<file path="src/shared/bcr_pkg.sv">
/*
  Constants for the buck regulator control register bank: register
  offsets, field positions, reset values, fuse vector layout, modes.
  Assumes an 8-bit register port with 8-bit addresses.
*/
package bcr_pkg;
  localparam int ADDR_W = 8;
  localparam int DATA_W = 8;
  // register offsets
  localparam logic [7:0] OFS_BUCK1_CONTROL      = 8'h35;
  localparam logic [7:0] OFS_BUCK1_LIMIT_TIMING = 8'h36;
  localparam logic [7:0] OFS_BUCK2_RUN_VOLTAGE  = 8'h38;
  localparam logic [7:0] OFS_BUCK2_STBY_VOLTAGE = 8'h39;
  // buck1_control field positions
  localparam int BIT_RUN_EN     = 0;
  localparam int BIT_STBY_EN    = 1;
  localparam int BIT_SLEEP_EN   = 2;
  localparam int BIT_LOW_POWER  = 3;
  localparam int BIT_SLEW_SEL   = 4;
  localparam int BIT_FPWM_SCALE = 5;
  localparam int BIT_FPWM       = 6;
  localparam int BIT_DIS_DISABLE = 7;
  // buck1_limit_timing field positions, and the buck2 voltage code width
  localparam int LIM_LSB        = 0;
  localparam int LIM_W          = 2;
  localparam int BIT_TIMING     = 4;
  localparam int VOLT_W         = 6;
  // reset values
  localparam logic [7:0] RST_BUCK1_CONTROL = 8'h00;
  localparam logic [1:0] RST_LIMIT         = 2'h0;
  localparam logic       RST_TIMING        = 1'h0;
  localparam logic [5:0] RST_VOLTAGE       = 6'h00;
  // fuse vector layout
  localparam int FUSE_W        = 12;
  localparam int FUSE_RUN_EN   = 0;
  localparam int FUSE_SLEW     = 1;
  localparam int FUSE_DIS_DIS  = 2;
  localparam int FUSE_LIM_LSB  = 3;
  localparam int FUSE_VOLT_LSB = 5;
  localparam int FUSE_SCALE_SEL = 11;
  // cycles the synchronised fuse lines settle before they are loaded
  localparam logic [3:0] FUSE_SETTLE_CYCLES = 4'h4;
  // device power modes, driven by the sequencer on the same clock
  typedef enum logic [1:0] {
    MODE_RUN     = 2'b00,
    MODE_STANDBY = 2'b01,
    MODE_SLEEP   = 2'b10,
    MODE_OFF     = 2'b11
  } bcr_mode_t;
  // fuse loader states
  typedef enum logic [1:0] {
    LD_WAIT = 2'b00,
    LD_LOAD = 2'b01,
    LD_DONE = 2'b10
  } bcr_load_t;
endpackage : bcr_pkg

</file>
<file path="src/verilog/bcr_fuse_loader.sv">
/*
  Fuse loader: synchronises the fuse lines and issues one load pulse
  after reset release, then flags boot as complete.
  Assumes the fuse lines are static once power is up.
*/
`timescale 1ns/1ps
module bcr_fuse_loader
  import bcr_pkg::*;
(
  input  wire logic              ref_clk,    // system clock
  input  wire logic              reset_n,    // sync reset, active low
  input  wire logic [FUSE_W-1:0] fuseIn,     // raw fuse lines
  output logic      [FUSE_W-1:0] fuseSync,   // synchronised fuse lines
  output logic                   fuseLoad,   // one-cycle load pulse
  output logic                   bootDone    // boot complete level
);
  logic      [FUSE_W-1:0] fuseMeta;
  logic      [3:0]        settleCount;
  bcr_load_t              loadState;

  // two-flop crossing; fuses are static so bus skew cannot bite
  always_ff @(posedge ref_clk) begin
    if (!reset_n) begin
      fuseMeta <= '0;
      fuseSync <= '0;
    end else begin
      fuseMeta <= fuseIn;
      fuseSync <= fuseMeta;
    end
  end

  // wait for the crossing to settle, load once, then stay done
  always_ff @(posedge ref_clk) begin
    if (!reset_n) begin
      loadState   <= LD_WAIT;
      settleCount <= 4'h0;
      fuseLoad    <= 1'b0;
      bootDone    <= 1'b0;
    end else begin
      fuseLoad <= 1'b0;
      case (loadState)
        LD_WAIT: begin
          settleCount <= settleCount + 4'h1;
          if (settleCount == FUSE_SETTLE_CYCLES) begin
            loadState <= LD_LOAD;
            fuseLoad  <= 1'b1;
          end
        end
        LD_LOAD: begin
          loadState <= LD_DONE;
          bootDone  <= 1'b1;
        end
        LD_DONE: loadState <= LD_DONE;
        default: loadState <= LD_WAIT;
      endcase
    end
  end
endmodule : bcr_fuse_loader

</file>
<file path="src/verilog/bcr_buck_regs.sv">
/*
  Buck regulator control register bank: first buck control and
  limit/timing registers, second buck run and standby voltage codes,
  fuse loading at power-up and the control levels for the power stage.
  Assumes a same-clock register port with one-cycle strobes and a mode
  input from the power sequencer on the same clock.
*/
// Behaviour
// - run enable bit 0 fuse-loaded, clear disables
// - standby enable bit 1 defaults to run enable
// - sleep enable bit 2, resets 0, async set
// - bit 3 low power in standby/sleep
// - bit 4 slow slew, ignored if fuse select
// - slew bit fuse-loaded, writable after boot
// - bit 5 forces conduction while scaling down
// - bit 6 forces continuous PWM
// - bit 7 set disconnects discharge resistor
// - two-bit current limit, resets 00
// - limit register bit 4 on/off-time scheme
// - second buck run code, six bits, fuse-loaded
// - standby code defaults to run code
// - fuse fields load at power-on, then RW
`timescale 1ns/1ps
module bcr_buck_regs
  import bcr_pkg::*;
(
  input  wire logic              ref_clk,        // 50 MHz system clock
  input  wire logic              reset_n,        // sync reset, active low
  input  wire logic [ADDR_W-1:0] regAddr,        // register address
  input  wire logic [DATA_W-1:0] regWriteData,   // write data
  input  wire logic              regWrite,       // write strobe
  input  wire logic              regRead,        // read strobe
  output logic      [DATA_W-1:0] regReadData,    // read data, next cycle
  input  wire logic [FUSE_W-1:0] fuseIn,         // fuse lines, static
  input  wire logic              sleepEnableSet, // async set of sleep en
  input  wire logic [1:0]        deviceMode,     // power mode, same clock
  input  wire logic              scalingDown,    // falling voltage ramp
  output logic                   bootDone,       // fuse load finished
  output logic                   buck1On,        // buck1 enabled now
  output logic                   buck1LowPower,  // buck1 low-power mode
  output logic                   buck1SlowSlew,  // 12.5 mV per 4 us
  output logic                   buck1Ccm,       // continuous conduction
  output logic                   buck1Discharge, // resistor connected
  output logic [LIM_W-1:0]       buck1CurrentLimit, // limit code
  output logic                   buck1OffTime,   // off-time scheme
  output logic [VOLT_W-1:0]      buck2RunVoltage,   // run code
  output logic [VOLT_W-1:0]      buck2StandbyVoltage // standby code
);
  logic [FUSE_W-1:0] fuseSync;
  logic              fuseLoad;
  logic [7:0]        buck1_control;
  logic [LIM_W-1:0]  currentLimit;
  logic              timingScheme;
  logic              sleepSetMeta;
  logic              sleepSetSync;
  logic              wrCtrl;
  logic              wrLimit;
  logic              wrRun;
  logic              wrStby;
  logic [7:0]        next_readData;
  logic              next_buck1On;
  bcr_mode_t         mode;

  assign mode    = bcr_mode_t'(deviceMode);
  assign wrCtrl  = regWrite && (regAddr == OFS_BUCK1_CONTROL);
  assign wrLimit = regWrite && (regAddr == OFS_BUCK1_LIMIT_TIMING);
  assign wrRun   = regWrite && (regAddr == OFS_BUCK2_RUN_VOLTAGE);
  assign wrStby  = regWrite && (regAddr == OFS_BUCK2_STBY_VOLTAGE);

  // fuse crossing and the one-shot power-up load
  bcr_fuse_loader u_loader (
    .ref_clk  (ref_clk),
    .reset_n  (reset_n),
    .fuseIn   (fuseIn),
    .fuseSync (fuseSync),
    .fuseLoad (fuseLoad),
    .bootDone (bootDone)
  );

  // sleep-enable set pin comes from outside, two flops first
  always_ff @(posedge ref_clk) begin
    if (!reset_n) begin
      sleepSetMeta <= 1'b0;
      sleepSetSync <= 1'b0;
    end else begin
      sleepSetMeta <= sleepEnableSet;
      sleepSetSync <= sleepSetMeta;
    end
  end

  // run/standby enables: fuse load, then software may clear them
  always_ff @(posedge ref_clk) begin
    if (!reset_n) begin
      buck1_control[BIT_RUN_EN]  <= RST_BUCK1_CONTROL[BIT_RUN_EN];
      buck1_control[BIT_STBY_EN] <= RST_BUCK1_CONTROL[BIT_STBY_EN];
    end else if (fuseLoad) begin
      buck1_control[BIT_RUN_EN]  <= fuseSync[FUSE_RUN_EN];
      buck1_control[BIT_STBY_EN] <= fuseSync[FUSE_RUN_EN];
    end else if (wrCtrl) begin
      buck1_control[BIT_RUN_EN]  <= regWriteData[BIT_RUN_EN];
      buck1_control[BIT_STBY_EN] <= regWriteData[BIT_STBY_EN];
    end
  end

  // sleep enable: the set pin wins over a software clear
  always_ff @(posedge ref_clk) begin
    if (!reset_n) begin
      buck1_control[BIT_SLEEP_EN] <= RST_BUCK1_CONTROL[BIT_SLEEP_EN];
    end else if (sleepSetSync) begin
      buck1_control[BIT_SLEEP_EN] <= 1'b1;
    end else if (wrCtrl) begin
      buck1_control[BIT_SLEEP_EN] <= regWriteData[BIT_SLEEP_EN];
    end
  end

  // plain read/write mode bits
  always_ff @(posedge ref_clk) begin
    if (!reset_n) begin
      buck1_control[BIT_LOW_POWER]  <= RST_BUCK1_CONTROL[BIT_LOW_POWER];
      buck1_control[BIT_FPWM_SCALE] <= RST_BUCK1_CONTROL[BIT_FPWM_SCALE];
      buck1_control[BIT_FPWM]       <= RST_BUCK1_CONTROL[BIT_FPWM];
    end else if (wrCtrl) begin
      buck1_control[BIT_LOW_POWER]  <= regWriteData[BIT_LOW_POWER];
      buck1_control[BIT_FPWM_SCALE] <= regWriteData[BIT_FPWM_SCALE];
      buck1_control[BIT_FPWM]       <= regWriteData[BIT_FPWM];
    end
  end

  // slew select: writes before boot completes are dropped so the
  // fuse value cannot be overtaken by an early software write
  always_ff @(posedge ref_clk) begin
    if (!reset_n) begin
      buck1_control[BIT_SLEW_SEL] <= RST_BUCK1_CONTROL[BIT_SLEW_SEL];
    end else if (fuseLoad) begin
      buck1_control[BIT_SLEW_SEL] <= fuseSync[FUSE_SLEW];
    end else if (wrCtrl && bootDone) begin
      buck1_control[BIT_SLEW_SEL] <= regWriteData[BIT_SLEW_SEL];
    end
  end

  // discharge disable: fuse-loaded, then read/write
  always_ff @(posedge ref_clk) begin
    if (!reset_n) begin
      buck1_control[BIT_DIS_DISABLE] <= RST_BUCK1_CONTROL[BIT_DIS_DISABLE];
    end else if (fuseLoad) begin
      buck1_control[BIT_DIS_DISABLE] <= fuseSync[FUSE_DIS_DIS];
    end else if (wrCtrl) begin
      buck1_control[BIT_DIS_DISABLE] <= regWriteData[BIT_DIS_DISABLE];
    end
  end

  // current limit (fuse-loaded) and timing scheme
  always_ff @(posedge ref_clk) begin
    if (!reset_n) begin
      currentLimit <= RST_LIMIT;
    end else if (fuseLoad) begin
      currentLimit <= fuseSync[FUSE_LIM_LSB +: LIM_W];
    end else if (wrLimit) begin
      currentLimit <= regWriteData[LIM_LSB +: LIM_W];
    end
  end

  always_ff @(posedge ref_clk) begin
    if (!reset_n) begin
      timingScheme <= RST_TIMING;
    end else if (wrLimit) begin
      timingScheme <= regWriteData[BIT_TIMING];
    end
  end

  // second buck codes; both take the fuse run code at power-up
  always_ff @(posedge ref_clk) begin
    if (!reset_n) begin
      buck2RunVoltage <= RST_VOLTAGE;
    end else if (fuseLoad) begin
      buck2RunVoltage <= fuseSync[FUSE_VOLT_LSB +: VOLT_W];
    end else if (wrRun) begin
      buck2RunVoltage <= regWriteData[VOLT_W-1:0];
    end
  end

  always_ff @(posedge ref_clk) begin
    if (!reset_n) begin
      buck2StandbyVoltage <= RST_VOLTAGE;
    end else if (fuseLoad) begin
      buck2StandbyVoltage <= fuseSync[FUSE_VOLT_LSB +: VOLT_W];
    end else if (wrStby) begin
      buck2StandbyVoltage <= regWriteData[VOLT_W-1:0];
    end
  end

  // read mux; unused bits and unmapped addresses return zero
  always_comb begin
    next_readData = 8'h00;
    if (regRead) begin
      case (regAddr)
        OFS_BUCK1_CONTROL: next_readData = buck1_control;
        OFS_BUCK1_LIMIT_TIMING: begin
          next_readData[LIM_LSB +: LIM_W] = currentLimit;
          next_readData[BIT_TIMING]       = timingScheme;
        end
        OFS_BUCK2_RUN_VOLTAGE:
          next_readData[VOLT_W-1:0] = buck2RunVoltage;
        OFS_BUCK2_STBY_VOLTAGE:
          next_readData[VOLT_W-1:0] = buck2StandbyVoltage;
        default: next_readData = 8'h00;
      endcase
    end
  end

  // read data stands only in the cycle after the strobe
  always_ff @(posedge ref_clk) begin
    if (!reset_n) begin
      regReadData <= 8'h00;
    end else begin
      regReadData <= next_readData;
    end
  end

  // enable for the present power mode; off mode never enables
  always_comb begin
    case (mode)
      MODE_RUN:     next_buck1On = buck1_control[BIT_RUN_EN];
      MODE_STANDBY: next_buck1On = buck1_control[BIT_STBY_EN];
      MODE_SLEEP:   next_buck1On = buck1_control[BIT_SLEEP_EN];
      default:      next_buck1On = 1'b0;
    endcase
  end

  // power stage controls, all registered so the stage sees no glitch
  always_ff @(posedge ref_clk) begin
    if (!reset_n) begin
      buck1On        <= 1'b0;
      buck1LowPower  <= 1'b0;
      buck1SlowSlew  <= 1'b0;
      buck1Ccm       <= 1'b0;
      buck1Discharge <= 1'b0;
    end else begin
      buck1On       <= next_buck1On;
      buck1LowPower <= buck1_control[BIT_LOW_POWER] &&
                       (mode == MODE_STANDBY || mode == MODE_SLEEP);
      buck1SlowSlew <= buck1_control[BIT_SLEW_SEL] &&
                       !fuseSync[FUSE_SCALE_SEL];
      buck1Ccm      <= buck1_control[BIT_FPWM] ||
                       (buck1_control[BIT_FPWM_SCALE] && scalingDown);
      buck1Discharge <= !next_buck1On &&
                        !buck1_control[BIT_DIS_DISABLE];
    end
  end

  // limit and timing drive the stage straight from their flops
  assign buck1CurrentLimit = currentLimit;
  assign buck1OffTime      = timingScheme;
endmodule : bcr_buck_regs

</file>
<file path="config.mk">
export PLATFORM = sky130hd
export DESIGN_NAME = bcr_buck_regs
export DESIGN_NICKNAME = d
export VERILOG_FILES = /design/src/shared/bcr_pkg.sv /design/src/verilog/bcr_fuse_loader.sv /design/src/verilog/bcr_buck_regs.sv
export SDC_FILE = /design/constraint.sdc
export NUM_CORES = 1
export LEC_CHECK = 0
export ABC_AREA = 1
export BUFFER_PORTS_ARGS = -buffer_cell sky130_fd_sc_hd__buf_2
export CORE_MARGIN = 2
export CORE_UTILIZATION = 30
export DETAILED_ROUTE_END_ITERATION = 12
export GPL_TIMING_DRIVEN = 0
export HOLD_SLACK_MARGIN = 0.02
export SYNTH_ARGS = -nofsm -noshare
export SYNTH_HDL_FRONTEND = slang
export SYNTH_SLANG_ARGS = --single-unit
</file>
<file path="constraint.sdc">
create_clock -name ref_clk -period 2.8 [get_ports ref_clk]
set_input_delay 0.56 -clock ref_clk [delete_from_list [all_inputs] [get_ports ref_clk]]
set_output_delay 0.56 -clock ref_clk [all_outputs]
set_load 0.05 [all_outputs]
</file>
After elaboration in Yosys (flattened, before gate mapping)
Cells that the tools add are included.
- register bits: 70
- latch bits: 0
- RAM bits: 0
- ROM bits: 0
- input bits: 36
- output and inout bits: 29
- memories: 0
- $add $sub $neg: 1
- multipliers: 0
- divide/modulo/power cells: 0
- $lt $le $gt $ge: 0
- equality and inequality tests: 10
- shifts and indexed selects: 0
- multiplexer cells: 22
- bitwise logic cells: 0
- reductions and logical operators: 26
- operators with widths (cell ; count):
    8-bit by 6-bit equality test with 1-bit output, second input constant ; 4
    6-bit 2-to-1 mux ; 4
    2-bit nonzero test ; 6
    2-bit 2-to-1 mux ; 5
    1-bit logical AND ; 9
    2-bit one-hot mux with 4 select lines ; 1
    1-bit 2-to-1 mux ; 7
    1-bit one-hot mux with 3 select lines ; 2
    2-bit one-hot mux with 3 select lines ; 1
    4-bit by 1-bit adder with 4-bit output, second input constant ; 1
    2-bit by 1-bit equality test with 1-bit output, second input constant ; 2
    2-bit equality test, second input constant ; 2
    4-bit by 3-bit equality test with 1-bit output, second input constant ; 1
    2-bit zero test ; 2
    1-bit one-hot mux with 4 select lines ; 1
    2-bit one-hot mux with 2 select lines ; 1
    2-bit AND reduction ; 2
    1-bit zero test ; 3
    3-bit AND reduction ; 1
    1-bit logical OR ; 2
    2-bit by 1-bit inequality test with 1-bit output, second input constant ; 1
    2-bit OR reduction ; 1

Logic depth before layout (Yosys ltp)
- depth in word-level cells: 5
- depth in mapped cells: 8
- mapped depth without buffers: 8

By module
Synthesis repeated with hierarchy kept, for this count alone.
- cell total of the unflattened synthesis: 388
- area, all modules: 2944.1 µm²
- by module, submodules not included (module ; times used ; cells an instance ; area each (µm²)):
    bcr_buck_regs ; 1 ; 265 ; 1870.5
    bcr_fuse_loader ; 1 ; 123 ; 1073.5

Worst setup path after synthesis
Ideal clock, no wire load.
- kind: input-to-reg
- start point: input regAddr[2]
- end point: register buck2RunVoltage[0]
- setup time: 115 ps
- data arrival time: 1355 ps
- data required time: 2685 ps
- path slack: 1330 ps
- stages on the path: 7
- cells stage by stage: inv_1 > nand2_2 > nor3_4 > nand3_2 > buf_6 > a21oi_1 > nor2_1
- word-level cells in the longest chain between the ends: 3
- ends and longest elaborated chain (what ; RTL line ; source):
    from (decl) ; bcr_buck_regs.sv:29 ; input wire logic [ADDR_W-1:0] regAddr,
    8-bit by 6-bit equality test with 1-bit output ; bcr_buck_regs.sv:67 ; assign wrRun = regWrite && (regAddr == OFS_BUCK2_RUN_VOLTAGE);
    1-bit logical AND ; bcr_buck_regs.sv:67 ;
    2-bit nonzero test (no line) ; -- ;
    to (signal assigned) ; bcr_buck_regs.sv:176 ; buck2RunVoltage <= fuseSync[FUSE_VOLT_LSB +: VOLT_W];
    to (signal assigned) ; bcr_buck_regs.sv:178 ; buck2RunVoltage <= regWriteData[VOLT_W-1:0];
    to (decl) ; bcr_buck_regs.sv:46 ; output logic [VOLT_W-1:0] buck2RunVoltage,
No other way between the ends.
A chain may end at the register's enable or synchronous reset.

Worst setup path after layout
- start point: register currentLimit[0], in the netlist buck1CurrentLimit[0]
- end point: output buck1CurrentLimit[0]
- RTL lines (what ; RTL line ; source):
    from (decl) ; bcr_buck_regs.sv:52 ; logic [LIM_W-1:0] currentLimit;
    from (signal assigned) ; bcr_buck_regs.sv:157 ; currentLimit <= fuseSync[FUSE_LIM_LSB +: LIM_W];
    from (signal assigned) ; bcr_buck_regs.sv:159 ; currentLimit <= regWriteData[LIM_LSB +: LIM_W];
    to (decl) ; bcr_buck_regs.sv:44 ; output logic [LIM_W-1:0] buck1CurrentLimit,
No word-level cell between the ends.

==> impl_metrics.sql <==
INSERT INTO impl_metrics (metric_group, metric, value, unit) VALUES
('synthesis', 'ys.warnings.count', '0', ''),
('drt', 'detailedRoute.firstPassIterationCount', '4', ''),
('critical_path', 'critical_path_required', '2.24', 'ns'),
('global_routing', 'number_of_antenna_violations_at_the_first_check_in_global_routing', '0', ''),
('global_routing', 'global_route.overflow_total', '0', ''),
('timing', 'relSlewSlack', '0.662', ''),
('critical_path', 'critical_path.slowest_cell', 'sky130_fd_sc_hd__dfxtp_1', ''),
('timing', 'grt_setup_unrepaired', 'no', ''),
('floorplan', 'boundaryPins', '65', ''),
('min_path', 'min-delay-path-class', 'input port to flop', ''),
('critical_path', 'critical_path.n_buffers_inverters', '1', ''),
('clock_tree', 'path_clk_slew', '0.08', 'ns'),
('critical_path', 'regToRegSetupSlack', '1.43', 'ns'),
('clock_tree', 'cts_root_buffer', 'sky130_fd_sc_hd__clkbuf_8', ''),
('clock_tree', 'clockBufferDepth', '2', ''),
('timing', 'fin_ws', '1.21', 'ns'),
('run', 'max_cap_violations', '0', ''),
('critical_path', 'worst_path_arrival', '1.03', 'ns'),
('timing', 'tns', '0', 'ns'),
('timing', 'report.final.setup_viol', '0', ''),
('floorplan', 'die_w', '103', 'um'),
('clock_tree', 'cts.sinks', '70', ''),
('synthesis', 'netlist_area', '2930', 'um2'),
('pwr', 'power.density', '598', 'nW/um2'),
('floorplan', 'dieArea', '10600', 'um2'),
('pwr', 'vdd_ir_drop_max', '0.236', 'mV'),
('critical_path', 'worst_setup_path_end_kind', 'output pin', ''),
('global_routing', 'grt_first_pass_wirelength', '11200', 'um'),
('finish', 'fill_cell_instance_count_of_the_final_layout', '1042', ''),
('critical_path', 'kind_of_critical_path', 'flop to output pin', ''),
('finish', 'antennaDiodeCount', '0', ''),
('critical_path', 'cpPeakStageDelay', '0.40', 'ns'),
('timing', 'worst_slew_pin_slew', '0.507', 'ns'),
('floorplan', 'std_cell_rows', '36', ''),
('critical_path', 'critical_path.max_fanout', '3', ''),
('synthesis', 'synth_seq_area_share', '0.478', ''),
('drt', 'wl', '6880', 'um'),
('critical_path', 'worst_path_dominant_cell_family', 'flip-flops', ''),
('timing', 'max_freq', '630', 'MHz'),
('global_routing', 'global_route.usage.total', '0.141', ''),
('global_routing', 'grt_start_max_net_pins', '13', ''),
('drt', 'avgRoutedWirePerCell', '11.7', 'um'),
('floorplan', 'floorplan.initialDensity', '0.304', ''),
('timing', 'final.period_utilization', '0.567', ''),
('place', 'dp_hpwl', '5290', 'um'),
('place', 'preCtsSetupSlack', '1.03', 'ns'),
('clock_tree', 'cts_buffers', '9', ''),
('global_routing', 'number_of_global_route_vias_before_repair', '2306', ''),
('synthesis', 'number_of_synthesized_register_bits', '70', ''),
('timing', 'final_period_minus_worst_setup_slack', '1.59', 'ns'),
('clock_tree', 'cts_setup_buffers', '0', ''),
('clock_tree', 'cts_tree', 'built', ''),
('clock_tree', 'worst_skew_pair.late_latency', '0.34', 'ns'),
('place', 'finalWeightedCongestion', '0.867', ''),
('floorplan', 'chipHeight', '103', 'um'),
('synthesis', 'ys_types', '28', ''),
('clock_tree', 'postCtsHoldBufs', '0', ''),
('pwr', 'p_leak', '1.91', 'nW'),
('drt', 'detailroute.via_count', '2490', ''),
('drt', 'ant_nets', '0', ''),
('finish', 'nNetsFinal', '496', ''),
('critical_path', 'timing.critical_path.from_type', 'flop', ''),
('clock_tree', 'post_cts.resized_instances', '0', ''),
('timing', 'clock_skew', '0.0150', 'ns'),
('synthesis', 'mean_syn_cell_area', '7.79', 'um2'),
('finish', 'flow.area_growth_from_synthesis', '22.3', '%'),
('critical_path', 'crit_path_cell_trace', 'buf_2', ''),
('finish', 'ratio_of_cells_with_drive_above_1_in_the_final_layout', '0.248', ''),
('synthesis', 'synth_nets', '421', ''),
('timing', 'report.final.hold_viol_count', '0', ''),
('timing', 'drv_slew', '0', ''),
('clock_tree', 'cts_max_level', '3', ''),
('place', 'numPortBuffers', '64', ''),
('drt', 'detail_route.vias_per_cell', '4.23', ''),
('floorplan', 'placeableCoreArea', '9640', 'um2'),
('drt', 'initial_detailed_routing_violation_count', '119', ''),
('synthesis', 'synthesis.instances', '376', ''),
('status', 'outcome', 'completed', ''),
('drt', 'drc', '0', '');
==> path summary, 6_finish.rpt <==
| path | from | to | depth (start not counted) |
|---|---|---|---|
| worst max-delay path | buck1CurrentLimit[0] | buck1CurrentLimit[0] | 1 |
| worst min-delay path | sleepEnableSet | sleepSetMeta | 3 |
| worst max register to register | u_loader.fuseLoad | buck1_control[1] | 5 |
| worst min register to register | u_loader.fuseMeta[2] | u_loader.fuseSync[2] | 2 |
==> layout by cell type, fill, tap and decap left out, types with 2 or more instances in the layout <==
cell type | synthesis | layout
sky130_fd_sc_hd__nand2_1 | 91 | 91
sky130_fd_sc_hd__nand4_1 | 3 | 3
sky130_fd_sc_hd__buf_1 | 2 | 2
sky130_fd_sc_hd__clkbuf_1 | 3 | 5
sky130_fd_sc_hd__inv_2 | 5 | 5
sky130_fd_sc_hd__a21oi_1 | 25 | 25
sky130_fd_sc_hd__dfxtp_1 | 70 | 70
sky130_fd_sc_hd__nand3_1 | 28 | 28
sky130_fd_sc_hd__buf_4 | 2 | 2
sky130_fd_sc_hd__buf_6 | 5 | 5
sky130_fd_sc_hd__o211ai_1 | 2 | 2
sky130_fd_sc_hd__clkinv_2 | 0 | 2
sky130_fd_sc_hd__nor3_1 | 3 | 3
sky130_fd_sc_hd__nand2_2 | 4 | 4
sky130_fd_sc_hd__nor2_1 | 36 | 36
sky130_fd_sc_hd__ha_1 | 9 | 9
sky130_fd_sc_hd__nand2_4 | 2 | 2
sky130_fd_sc_hd__clkbuf_8 | 0 | 9
sky130_fd_sc_hd__nor2_8 | 2 | 2
sky130_fd_sc_hd__buf_2 | 2 | 66
sky130_fd_sc_hd__o21ai_1 | 15 | 15
sky130_fd_sc_hd__inv_1 | 52 | 52
sky130_fd_sc_hd__nand3_2 | 8 | 8
==> stage by stage <==
stage               utilization  area (um2)  total power, W  hold slack, ns  cells
floorplan                     -        2930         0.00136           0.374    376
global placement          0.354        3420         0.00145           0.398    573
detailed placement        0.354        3420         0.00146           0.395    573
CTS                       0.372        3580         0.00217           0.385    589
global route              0.372        3580         0.00227           0.395    589
finish                    0.372        3580         0.00214           0.399    589
==> layer usage <==
metal	wire length, um	global-route usage	vias to the layer above
li1	-	-	1324
met3	459	0.0407	6
met5	0	0	-
met1	3140	0.179	1082
met2	3200	0.233	78
met4	73	0.0395	0
==> flip-flops by register name, indices dropped and copies added, names as in the netlist, 2 cells and up <==
register	flops
u_loader.fuseSync	12
buck1_control	8
regReadData	8
buck2StandbyVoltage	6
buck2RunVoltage	6
u_loader.settleCount	4
u_loader.loadState	2
buck1CurrentLimit	2
u_loader.fuseMeta	12
==> synthesized netlist by cell type (all sizes together) <==
master / n / area share
o21ai: 16 / 0.029
nor3b: 1 / 0.0026
o211ai: 2 / 0.0051
nand3: 36 / 0.075
a31o: 1 / 0.0030
buf: 11 / 0.030
xnor2: 1 / 0.0030
dfxtp: 70 / 0.48
nor3: 4 / 0.011
nor2: 40 / 0.066
nand4: 3 / 0.0064
nand2: 97 / 0.13
a21oi: 25 / 0.043
inv: 57 / 0.073
ha: 9 / 0.038
clkbuf: 3 / 0.0038
==> cell type report <==
class | instances | area, um2 | share of cell area
timing repair buffer | 64 | 320 | 0.0894
sequential | 70 | 1400 | 0.391
clock buffer | 11 | 131 | 0.0367
multi-input combinational | 235 | 1210 | 0.339
clock inverter | 5 | 35.0 | 0.00978
tap | 133 | 166 | 0.0465
inverter | 57 | 214 | 0.0597
buffer | 14 | 100 | 0.0279
==> report_power, final <==
part           internal (W)  leakage, nW  switching, W
Combinational      0.000111         1.26      0.000234
Clock              0.000324       0.0837      0.000382
Sequential          0.00106        0.571     0.0000339
Total               0.00149         1.91      0.000649
==> kinds of logic after synthesis <==
group | after synthesis | share of synthesized area
AO/OA/AOI/OAI | 44 | 0.0795
buffers and inverters | 71 | 0.107
AND/OR/NAND/NOR | 181 | 0.293
flip-flops | 70 | 0.478
XOR/XNOR | 1 | 0.00299
adder cells (fa/ha/maj) | 9 | 0.0384
Note: power is estimated with default switching activity, not from simulation.
